### src/hdl/krpcs_consts.svh
// constants for the coding-layer management register block
// assumes inclusion by the register block only, not by krpcs_pkg.sv
`ifndef KRPCS_CONSTS_SVH
`define KRPCS_CONSTS_SVH

// management device addresses
`define KRPCS_DEVAD_PCS      5'h03
`define KRPCS_DEVAD_PMA      5'h01
// register offsets
`define KRPCS_REG_CTRL       16'h0000
`define KRPCS_REG_STAT1      16'h0001
`define KRPCS_REG_STAT2      16'h0008
`define KRPCS_REG_TRAIN      16'h9001
// control register bit positions
`define KRPCS_CTRL_RESET     15
`define KRPCS_CTRL_LOOP      14
`define KRPCS_CTRL_PWRDN     11
// status register bit positions
`define KRPCS_STAT1_FAULT    7
`define KRPCS_STAT1_LINK     2
`define KRPCS_STAT2_TXF      11
`define KRPCS_STAT2_RXF      10
// fixed read-only contents and reset values
`define KRPCS_STAT1_FIXED    16'h0002
`define KRPCS_STAT2_FIXED    16'h8001
`define KRPCS_TRAIN_RESET    16'h0000
`define KRPCS_TRAIN_SC_MASK  16'h3000
// search-mode field position
`define KRPCS_SEARCH_HI      11
`define KRPCS_SEARCH_LO      9
// frame opcodes
`define KRPCS_OP_ADDR        2'h0
`define KRPCS_OP_WRITE       2'h1
`define KRPCS_OP_READINC     2'h2
// preamble length in bits, last bit counts of header and data
`define KRPCS_PREAMBLE_LEN   6'h20
`define KRPCS_HDR_LAST       6'h0d
`define KRPCS_DATA_LAST      6'h0f

`endif

### src/hdl/krpcs_pkg.sv
// types shared by the coding-layer management register block
// assumes krpcs_consts.svh holds the register and frame constants
package krpcs_pkg;

	// management frame phases, one-hot
	typedef enum logic [3:0] {
		FR_PREAMBLE = 4'b0001,
		FR_HEADER   = 4'b0010,
		FR_TURN     = 4'b0100,
		FR_DATA     = 4'b1000
	} krpcs_frame_e;

	// controls driven towards the datapath
	typedef struct packed {
		logic       softReset;
		logic       loopEnable;
		logic       powerDown;
		logic [2:0] searchSelect;
		logic       fullRegion;
		logic       autoTrain;
		logic       manualSearch;
	} krpcs_ctrl_s;

	// live conditions reported by the datapath
	typedef struct packed {
		logic txFault;
		logic rxFault;
		logic rxLinkUp;
	} krpcs_status_s;

endpackage : krpcs_pkg

### src/hdl/krpcs_mgmt_registers.sv
// management registers of the KR coding layer behind a clause 45 mdio slave
// assumes status and krMode come from core logic on clk; mdc, mdio and portAddr are pins
`timescale 1ns/100ps
`include "krpcs_consts.svh"

module krpcs_mgmt_registers (
	// clock and reset
	input  wire logic                   clk,
	input  wire logic                   sys_rst,
	// management pins
	input  wire logic                   mdc,
	input  wire logic                   mdioIn,
	output logic                        mdioOut,
	output logic                        mdioDriveN,
	input  wire logic [4:0]             portAddr,
	// datapath side
	input  wire logic                   krMode,
	input  wire krpcs_pkg::krpcs_status_s status,
	output krpcs_pkg::krpcs_ctrl_s      ctrl
);

	// register selection, used by both read and write decode
	function automatic logic hit(input logic [4:0] dev, input logic [15:0] addr,
		input logic [4:0] wantDev, input logic [15:0] wantAddr);
		hit = (dev == wantDev) && (addr == wantAddr);
	endfunction : hit

	// pin synchronisers; first stages are read by the second only
	logic [1:0] mdcSync;
	logic [1:0] mdioSync;
	logic [4:0] portMeta;
	logic [4:0] portSync;
	logic       mdcPrev;

	always_ff @(posedge clk) begin
		mdcSync  <= {mdcSync[0], mdc};
		mdioSync <= {mdioSync[0], mdioIn};
		portMeta <= portAddr;
		portSync <= portMeta;
		mdcPrev  <= mdcSync[1];
	end

	// state
	krpcs_pkg::krpcs_frame_e frame, next_frame;
	logic [5:0]  cnt, next_cnt;
	logic [13:0] hdr, next_hdr;
	logic [15:0] dataSh, next_dataSh;
	logic        isRead, next_isRead;
	logic [15:0] addrPcs, next_addrPcs;
	logic [15:0] addrPma, next_addrPma;
	logic        loopEn, next_loopEn;
	logic        pwrDn, next_pwrDn;
	logic [15:0] trainReg, next_trainReg;
	logic        softPulse, next_softPulse;
	logic        txLatch, next_txLatch;
	logic        rxLatch, next_rxLatch;
	logic        linkLatch, next_linkLatch;
	logic        next_mdioOut, next_mdioDriveN;
	krpcs_pkg::krpcs_ctrl_s next_ctrl;

	logic        mdcRise;
	logic        bitIn;
	logic [4:0]  dev;
	logic [15:0] curAddr;
	logic [15:0] readValue;
	logic        faultSummary;

	assign mdcRise      = mdcSync[1] & ~mdcPrev;
	assign bitIn        = mdioSync[1];
	assign dev          = hdr[4:0];
	assign curAddr      = (dev == `KRPCS_DEVAD_PMA) ? addrPma : addrPcs;
	assign faultSummary = status.txFault | status.rxFault | txLatch | rxLatch;

	// read data for the addressed register; reserved bits read zero
	always_comb begin
		readValue = 16'h0000;
		if (hit(dev, curAddr, `KRPCS_DEVAD_PMA, `KRPCS_REG_TRAIN))
			readValue = trainReg;
		else if (hit(dev, curAddr, `KRPCS_DEVAD_PCS, `KRPCS_REG_CTRL)) begin
			readValue[`KRPCS_CTRL_LOOP]  = loopEn;
			readValue[`KRPCS_CTRL_PWRDN] = pwrDn;
		end else if (hit(dev, curAddr, `KRPCS_DEVAD_PCS, `KRPCS_REG_STAT1)) begin
			readValue = `KRPCS_STAT1_FIXED;
			readValue[`KRPCS_STAT1_FAULT] = faultSummary;
			readValue[`KRPCS_STAT1_LINK]  = linkLatch;
		end else if (hit(dev, curAddr, `KRPCS_DEVAD_PCS, `KRPCS_REG_STAT2)) begin
			readValue = `KRPCS_STAT2_FIXED;
			readValue[`KRPCS_STAT2_TXF] = txLatch;
			readValue[`KRPCS_STAT2_RXF] = rxLatch;
		end
	end

	// frame engine, register writes and latched status
	always_comb begin
		logic        clrStat1;
		logic        clrStat2;
		logic        addrOk;
		logic [13:0] newHdr;
		logic [15:0] wData;
		clrStat1        = 1'b0;
		clrStat2        = 1'b0;
		addrOk          = 1'b0;
		newHdr          = {hdr[12:0], bitIn};
		wData           = {dataSh[14:0], bitIn};
		next_frame      = frame;
		next_cnt        = cnt;
		next_hdr        = hdr;
		next_dataSh     = dataSh;
		next_isRead     = isRead;
		next_addrPcs    = addrPcs;
		next_addrPma    = addrPma;
		next_loopEn     = loopEn;
		next_pwrDn      = pwrDn;
		next_trainReg   = trainReg & ~`KRPCS_TRAIN_SC_MASK; // self-clearing pair
		next_softPulse  = 1'b0;
		next_mdioOut    = mdioOut;
		next_mdioDriveN = mdioDriveN;
		if (mdcRise) begin
			unique case (frame)
				krpcs_pkg::FR_PREAMBLE: begin
					if (bitIn)
						next_cnt = (cnt == `KRPCS_PREAMBLE_LEN) ? cnt : cnt + 6'h01;
					else if (cnt == `KRPCS_PREAMBLE_LEN) begin
						next_frame = krpcs_pkg::FR_HEADER;
						next_hdr   = newHdr;
						next_cnt   = 6'h01;
					end else
						next_cnt = 6'h00;
				end
				krpcs_pkg::FR_HEADER: begin
					next_hdr = newHdr;
					next_cnt = cnt + 6'h01;
					if (cnt == `KRPCS_HDR_LAST) begin
						// only device three (in KR mode) and the training register's device answer
						addrOk = (newHdr[13:12] == 2'h0) && (newHdr[9:5] == portSync)
							&& ((newHdr[4:0] == `KRPCS_DEVAD_PCS && krMode)
							|| newHdr[4:0] == `KRPCS_DEVAD_PMA);
						next_cnt    = 6'h00;
						next_isRead = newHdr[11];
						next_frame  = addrOk ? krpcs_pkg::FR_TURN : krpcs_pkg::FR_PREAMBLE;
					end
				end
				krpcs_pkg::FR_TURN: begin
					next_cnt = cnt + 6'h01;
					if (isRead && cnt == 6'h00) begin
						// capture and clear latches in the same cycle; events win over the clear
						next_dataSh     = readValue;
						next_mdioOut    = 1'b0;
						next_mdioDriveN = 1'b0;
						clrStat1 = hit(dev, curAddr, `KRPCS_DEVAD_PCS, `KRPCS_REG_STAT1);
						clrStat2 = hit(dev, curAddr, `KRPCS_DEVAD_PCS, `KRPCS_REG_STAT2);
					end
					if (cnt == 6'h01) begin
						next_frame = krpcs_pkg::FR_DATA;
						next_cnt   = 6'h00;
						if (isRead) begin
							next_mdioOut = dataSh[15];
							next_dataSh  = {dataSh[14:0], 1'b0};
						end
					end
				end
				krpcs_pkg::FR_DATA: begin
					next_cnt = cnt + 6'h01;
					if (isRead) begin
						next_mdioOut = dataSh[15];
						next_dataSh  = {dataSh[14:0], 1'b0};
					end else
						next_dataSh = wData;
					if (cnt == `KRPCS_DATA_LAST) begin
						next_frame      = krpcs_pkg::FR_PREAMBLE;
						next_cnt        = 6'h00;
						next_mdioOut    = 1'b0;
						next_mdioDriveN = 1'b1;
						if (hdr[11:10] == `KRPCS_OP_ADDR) begin
							if (dev == `KRPCS_DEVAD_PMA)
								next_addrPma = wData;
							else
								next_addrPcs = wData;
						end else if (hdr[11:10] == `KRPCS_OP_READINC) begin
							if (dev == `KRPCS_DEVAD_PMA)
								next_addrPma = addrPma + 16'h0001;
							else
								next_addrPcs = addrPcs + 16'h0001;
						end else if (hdr[11:10] == `KRPCS_OP_WRITE) begin
							if (hit(dev, curAddr, `KRPCS_DEVAD_PMA, `KRPCS_REG_TRAIN))
								next_trainReg = wData;
							else if (hit(dev, curAddr, `KRPCS_DEVAD_PCS, `KRPCS_REG_CTRL)) begin
								next_softPulse = wData[`KRPCS_CTRL_RESET];
								next_loopEn    = wData[`KRPCS_CTRL_LOOP];
								next_pwrDn     = wData[`KRPCS_CTRL_PWRDN];
							end
						end
					end
				end
			endcase
		end
		// latched-high faults and latched-low link
		next_txLatch   = status.txFault | (txLatch & ~clrStat2);
		next_rxLatch   = status.rxFault | (rxLatch & ~clrStat2);
		next_linkLatch = status.rxLinkUp & (linkLatch | clrStat1);
		// datapath controls
		next_ctrl.softReset    = next_softPulse;
		next_ctrl.loopEnable   = next_loopEn;
		next_ctrl.powerDown    = next_pwrDn;
		next_ctrl.searchSelect = next_trainReg[`KRPCS_SEARCH_HI:`KRPCS_SEARCH_LO];
		next_ctrl.fullRegion   = ~next_trainReg[11] & next_trainReg[9];
		next_ctrl.autoTrain    = ~next_trainReg[11] & next_trainReg[10];
		next_ctrl.manualSearch = next_trainReg[11];
	end

	// soft reset acts exactly like the reset pin one cycle after the write
	always_ff @(posedge clk) begin
		if (sys_rst || softPulse) begin
			frame      <= krpcs_pkg::FR_PREAMBLE;
			cnt        <= 6'h00;
			hdr        <= 14'h0000;
			dataSh     <= 16'h0000;
			isRead     <= 1'b0;
			addrPcs    <= 16'h0000;
			addrPma    <= 16'h0000;
			loopEn     <= 1'b0;
			pwrDn      <= 1'b0;
			trainReg   <= `KRPCS_TRAIN_RESET;
			softPulse  <= 1'b0;
			txLatch    <= 1'b0;
			rxLatch    <= 1'b0;
			linkLatch  <= 1'b0;
			mdioOut    <= 1'b0;
			mdioDriveN <= 1'b1;
			ctrl       <= '0;
		end else begin
			frame      <= next_frame;
			cnt        <= next_cnt;
			hdr        <= next_hdr;
			dataSh     <= next_dataSh;
			isRead     <= next_isRead;
			addrPcs    <= next_addrPcs;
			addrPma    <= next_addrPma;
			loopEn     <= next_loopEn;
			pwrDn      <= next_pwrDn;
			trainReg   <= next_trainReg;
			softPulse  <= next_softPulse;
			txLatch    <= next_txLatch;
			rxLatch    <= next_rxLatch;
			linkLatch  <= next_linkLatch;
			mdioOut    <= next_mdioOut;
			mdioDriveN <= next_mdioDriveN;
			ctrl       <= next_ctrl;
		end
	end

endmodule : krpcs_mgmt_registers

### config.mk
export PLATFORM = sky130hd
export DESIGN_NAME = krpcs_mgmt_registers
export DESIGN_NICKNAME = d
export VERILOG_FILES = /design/src/hdl/krpcs_pkg.sv /design/src/hdl/krpcs_mgmt_registers.sv
export VERILOG_INCLUDE_DIRS = /design/src /design/src/hdl
export SDC_FILE = /design/constraint.sdc
export NUM_CORES = 1
export LEC_CHECK = 0
export ABC_AREA = 0
export BUFFER_PORTS_ARGS = -buffer_cell sky130_fd_sc_hd__buf_2
export CAP_MARGIN = 40
export CORE_AREA = 2 2 101 103
export CTS_BUF_LIST = sky130_fd_sc_hd__clkbuf_8
export CTS_CLUSTER_SIZE = 10
export DETAILED_ROUTE_END_ITERATION = 16
export DIE_AREA = 0 0 103 105
export GPL_TIMING_DRIVEN = 0
export PLACE_DENSITY = 0.75
export SETUP_SLACK_MARGIN = 0.4
export SYNTH_ARGS = -nofsm -noshare
export SYNTH_HDL_FRONTEND = slang
export SYNTH_SLANG_ARGS = --single-unit
### constraint.sdc
create_clock -name clk -period 3.43 [get_ports clk]
set_clock_uncertainty 0.2 [all_clocks]
set_input_delay 0.686 -clock clk [delete_from_list [all_inputs] [get_ports clk]]
set_output_delay 0.686 -clock clk [all_outputs]
set_load 0.1 [all_outputs]
Yosys cells after proc, flatten, opt, wreduce, memory -nomap -nowiden
Cells that the tools add are included.

word-level totals
  output and inout port bits = 11
  input bits = 13
  logic and storage cells = 170
  flip-flop bits (word level) = 114

cells by class
  bitwise operators = 24
  reductions and logical operators = 30
  eq/ne operators = 26
  $add $sub $neg = 3
  mux-type cells = 61

operators with widths
  kind                     count
  $mux W16                 15
  $mux W12                 7
  $add A16 B1 Y16 const B  2
  $pmux W16 S2             1
  $mux W6                  5
  $mux W13                 2
  $pmux W13 S2             1
  $pmux W6 S4              1
  $mux W4                  5
  $mux W1                  18
  $eq A16 B1 Y1 const B    1
  $eq A16 B16 Y1 const B   1
  $eq A16 B4 Y1 const B    1
  $logic_not A16 Y1        1
  $pmux W4 S4              1
  $eq A6 B4 Y1 const B     2
  $ne A2 B2 Y1 const B     6
  $not A1 Y1               12
  $mux W11                 1
  $eq A5 B1 Y1 const B     2
  $eq A5 B2 Y1 const B     2
  $reduce_and A5 Y1        2
  $reduce_or A9 Y1         1
  $logic_and A1 B1 Y1      8
  other kinds (27)         46

Longest topological paths before layout
  depth after elaboration = 13
  gate-level depth with buffers = 9
  depth with buffers taken out = 8

Worst setup path before layout
Ideal clock, no wire load.

  path kind = register to register
  start = register cnt[1]
  end = register frame[2]
  buffers on the path = 0
  data required time = 3.160 ns
  setup time = 0.070 ns
  stages on the path, launching flop included = 9
  arrival = 2.093 ns
  period minus slack after synthesis = 2.364 ns
  setup slack = 1.066 ns
  cells stage by stage = dfxtp_1 inv_1 ha_1 nor3b_1 and3_1 a2bb2oi_2 nand4_1 or3b_2 a21oi_1

on the way
  cells in the longest elaborated chain, start to end = 3
  elaborated cells on any way between the ends = 9
  those cells by class = eq/ne: 8; reduce/logical: 1

RTL lines
  element                                     RTL line                     RTL
  start, declared                             krpcs_mgmt_registers.sv:45   logic [5:0] cnt, next_cnt;
  start signal, assigned                      krpcs_mgmt_registers.sv:233  cnt <= next_cnt;
  $eq A6 B1 Y1, or another cell as far along  krpcs_mgmt_registers.sv:153  if (cnt == 6'h01) begin
  $ne A2 B2 Y1 (no source line)               n/a
  $reduce_and A6 Y1 (no source line) (*)      n/a
  end signal, assigned                        krpcs_mgmt_registers.sv:214  frame <= krpcs_pkg::FR_PREAMBLE;
  end signal, assigned                        krpcs_mgmt_registers.sv:232  frame <= next_frame;
  end, declared                               krpcs_mgmt_registers.sv:44   krpcs_pkg::krpcs_frame_e frame, next_frame;

Mark *: on every way between the ends. The rest lies on a longest branch, timed or not.
A chain may end at the register's enable or synchronous reset.

Final worst setup path
  start = register hdr[1]
  end = register dataSh[11]

on the way
  cells in the longest elaborated chain, start to end = 12
  elaborated cells on any way between the ends = 19
  those cells by class = eq/ne: 5; mux: 9; reduce/logical: 5

RTL lines
  element                 RTL line                     RTL
  start, declared         krpcs_mgmt_registers.sv:46   logic [13:0] hdr, next_hdr;
  start signal, assigned  krpcs_mgmt_registers.sv:234  hdr <= next_hdr;
  $eq A5 B1 Y1            krpcs_mgmt_registers.sv:25   hit = (dev == wantDev) && (addr == wantAddr);
  $mux W16                krpcs_mgmt_registers.sv:71   assign curAddr = (dev == `KRPCS_DEVAD_PMA) ? addrPma : addrPcs;
  $eq A16 B4 Y1           krpcs_mgmt_registers.sv:25
  $logic_and A1 B1 Y1     krpcs_mgmt_registers.sv:25
  $mux W16                krpcs_mgmt_registers.sv:86   end else if (hit(dev, curAddr, `KRPCS_DEVAD_PCS, `KRPCS_REG_STAT2)) begin
  $mux W16                krpcs_mgmt_registers.sv:82   end else if (hit(dev, curAddr, `KRPCS_DEVAD_PCS, `KRPCS_REG_STAT1)) begin
  $mux W1                 krpcs_mgmt_registers.sv:79   else if (hit(dev, curAddr, `KRPCS_DEVAD_PCS, `KRPCS_REG_CTRL)) begin
  $mux W16 (*)            krpcs_mgmt_registers.sv:77   if (hit(dev, curAddr, `KRPCS_DEVAD_PMA, `KRPCS_REG_TRAIN))
  $mux W16 (*)            krpcs_mgmt_registers.sv:145  if (isRead && cnt == 6'h00) begin
  $mux W16                krpcs_mgmt_registers.sv:156  if (isRead) begin
  $mux W16 (*)            krpcs_mgmt_registers.sv:153
  $pmux W16 S2 (*)        krpcs_mgmt_registers.sv:119  unique case (frame)
  end signal, assigned    krpcs_mgmt_registers.sv:235  dataSh <= next_dataSh;
  end, declared           krpcs_mgmt_registers.sv:47   logic [15:0] dataSh, next_dataSh;

Marked as above.

==> flow_metrics.tcl <==
set metrics [dict create \
    clk_latency_ps 450 \
    fin_area_um2 6485 \
    rsz0062_at_grt "no" \
    synth-edff-count 0 \
    whs_endpoint "portSync[1]" \
    htree_levels 4 \
    die_w_um 103 \
    start_util_pct 59.44 \
    synth_flop_cell "dfxtp_1" \
    grt_max_degree 17 \
    yosysWarningCount 0 \
    cts_root_buffer "clkbuf_8" \
    ir_drop_v 0.0003905 \
    p_leak_nw 2.201 \
    crit_type "register to register" \
    first_pass_iters 7 \
    crit_path_start "hdr[1]" \
    insertedDiodeCount 0 \
    fin_util_pct 67.28 \
    r2r_start "hdr[1]" \
    grt_pass1_vias 5420 \
    dieArea_um2 10820 \
    vias 5871 \
    setup_violations 0 \
    synth_area_um2 5729 \
    drc 0 \
    finalNonFillerCells 902 \
    switching_power_mw 0.6063 \
    final-max-slew-violation-count 0 \
    relSlewSlack_pct 40.47 \
    cts.clk_slew.worst_paths_ps 60 \
    ioPinCount 24 \
    cts_buffer_depth 2 \
    drt_iter0_markers 608 \
    avgRoutedWirePerCell_um 19.76 \
    synth.distinct_cells 69 \
    holdWs_ps 126.9 \
    synthToLayoutAreaGrowth_pct 13.19 \
    viasPerCell 6.509 \
    worstPathMaxFanout 7 \
    ys_seq_elements 113 \
    final.setup.tns_ps 0 \
    p_per_area_nw_per_um2 429.8 \
    cts_tree "yes" \
    gp_congestion 0.9334 \
    track_usage_pct 33.72 \
    drv_cap 0 \
    ff2ff_setup_slack_ps 490 \
    wirelength_um 17820 \
    worstMarginPinSlew_ps 889.6 \
    arrival_ps 3100 \
    cts-hold-fix-buffers 0 \
    synth_area_leaders "dfxtp_1, nand2_1, a21oi_1" \
    final_nets 775 \
    fillers 867 \
    period_share_pct 85.77 \
    p_int_mw 2.181 \
    grt_pass1_wl_um 27700 \
    port_buffers 23 \
    fmax_mhz 339.9 \
    hold_violations 0 \
    syn_avg_cell_area_um2 8.069 \
    dp_cells 868 \
    hpwl_um 12340 \
    drive_gt1_share_pct 13.13 \
    clkSinkCount 113 \
    run_status "finished, final reports clean" \
    fp.dieH_um 105 \
    synth_top_area_cell "dfxtp_1" \
    p_seq_share_pct 47.7 \
    syn_inst 710 \
    core_um2 9639 \
    yosysTopAreaCellShare_pct 39.48 \
    postRouteAntennaNets 0 \
    critPathCaptureType "register" \
    hold_path.class "register to register" \
    combinationalPowerShare_pct 2.4 \
    antenna_found_initial 0 \
    switching_share_pct 21.75 \
    cp-start-kind "register" \
    async_flop_share_pct 0 \
    synth_fp_nets 728 \
    grt.overflow.total 0 \
    reg2reg_depth 6 \
    rows 36 \
    numCtsBuffers 17 \
    placed_cell_area_um2 6020 \
    period_needed_ps 2942 \
    whs_path_depth 0 \
    pwr-share-clk_pct 49.9 \
    yosysSeqAreaShare_pct 39.48 \
    min-delay-start "portMeta[1]" \
    reg2reg_to "dataSh[11]" \
    required_ps 3580 \
]
placed cells by master, fill, tap and decap left out, types with 10 or more instances in the layout:
cell type,instances
a22oi_1,12
a221oi_1,12
mux2i_1,21
clkbuf_1,31
o22ai_1,12
nor3_1,19
nand2_1,97
o21ai_0,51
dfxtp_1,113
buf_2,35
a21oi_1,61
nor2_1,66
clkbuf_8,20
buf_4,13
and3_1,12
nand3_1,31
a211oi_1,13
nand4_1,10
state kept, by name (all words and copies together), names as in the netlist, 4 cells and up, named ones only:
register	count
addrPcs	16
addrPma	16
cnt	6
ctrl	5
dataSh	8
frame	4
hdr	13
portMeta	5
portSync	5
trainReg	13
metrics by stage:
step / power [mW] / worst slack (ps)
final: 2.787 / 488.0
after global routing: 2.859 / 407.1
after CTS: 2.793 / 596.9
after detailed placement: 1.425 / 606.5
after global placement: 1.422 / 354.0
after floorplan: 1.395 / 1066
cell type report:
type                       instances  area [µm²]  share of cell area [%]
inverter                           4       15.01                  0.2315
sequential                       113        2262                   34.88
tap                              133       166.4                   2.566
clock inverter                    11       161.4                   2.489
timing repair buffer              28       146.4                   2.257
multi-input combinational        538        3186                   49.12
clock buffer                      20       275.3                   4.245
buffer                            55       272.8                   4.206
synthesized netlist by cell type (all sizes together) (3+ instances only):
cell	instances
ha	5
a21oi	62
and2	5
nor4b	9
a2111oi	4
nand3b	9
or3	4
a211oi	13
mux2i	21
o31ai	5
nor2	66
xnor2	5
nand3	31
a22oi	12
nand4	10
nor3	19
inv	4
nand2	97
a31oi	8
or2	3
dfxtp	113
or4b	4
nor4	10
buf	22
nor3b	6
a221oi	13
a22o	3
o22ai	12
o21ai	52
clkbuf	32
o211ai	7
and3	12
per-layer routing:
| layer | global-route usage (%) | routed length, µm | part of all wire, % | vias up |
|---|---|---|---|---|
| met4 | 16.17 | 716 | 4.0 | 0 |
| li1 | - | - | - | 2710 |
| met3 | 9.699 | 1787 | 10 | 58 |
| met1 | 43.90 | 7150 | 40 | 2791 |
| met2 | 50.79 | 8169 | 46 | 312 |
| met5 | 0 | 0 | 0 | - |
worst max-delay path by stage:
| stage | slack [ps] | endpoint | cells past startpoint |
|---|---|---|---|
| floorplan | 1070 | frame[2] | 8 |
| global placement | 350 | loopEn | 7 |
| detailed placement | 610 | addrPma[12] | 9 |
| CTS | 600 | trainReg[6] | 8 |
| global route | 410 | addrPma[6] | 9 |
| finish | 490 | dataSh[11] | 6 |
worst max-delay path: stages, from the launching register on:
cell and delay [ps]:
dfxtp_1 370, nor3_1 520, nand2_1 260, mux2_2 390, nor4_1 600, a21oi_1 220
o32ai_1 300
power by group through the flow:
stage	clock network, mW	logic, mW	registers, mW
floorplan	0	0.0377	1.36
global placement	0	0.0634	1.36
detailed placement	0	0.0654	1.36
CTS	1.40	0.0656	1.33
global route	1.46	0.0718	1.33
finish	1.39	0.0665	1.33
logic make-up after synthesis:
logic type | Yosys count | share of synthesized area (%)
mux | 23 | 4.062
compound gates | 205 | 22.89
buf+inv | 59 | 5.023
fa+ha+maj | 5 | 1.092
xor+xnor | 6 | 0.9172
flops | 113 | 39.48
simple gates | 299 | 26.53
timing repair:
action / 4_1_cts / 5_1_grt
setup endpoints to repair: 0 / 11
gates resized for setup: 0 / 1
hold endpoints to repair: 0 / 0
setup buffers: 0 / 3
No activity file was read; power rests on OpenSTA's default activity.
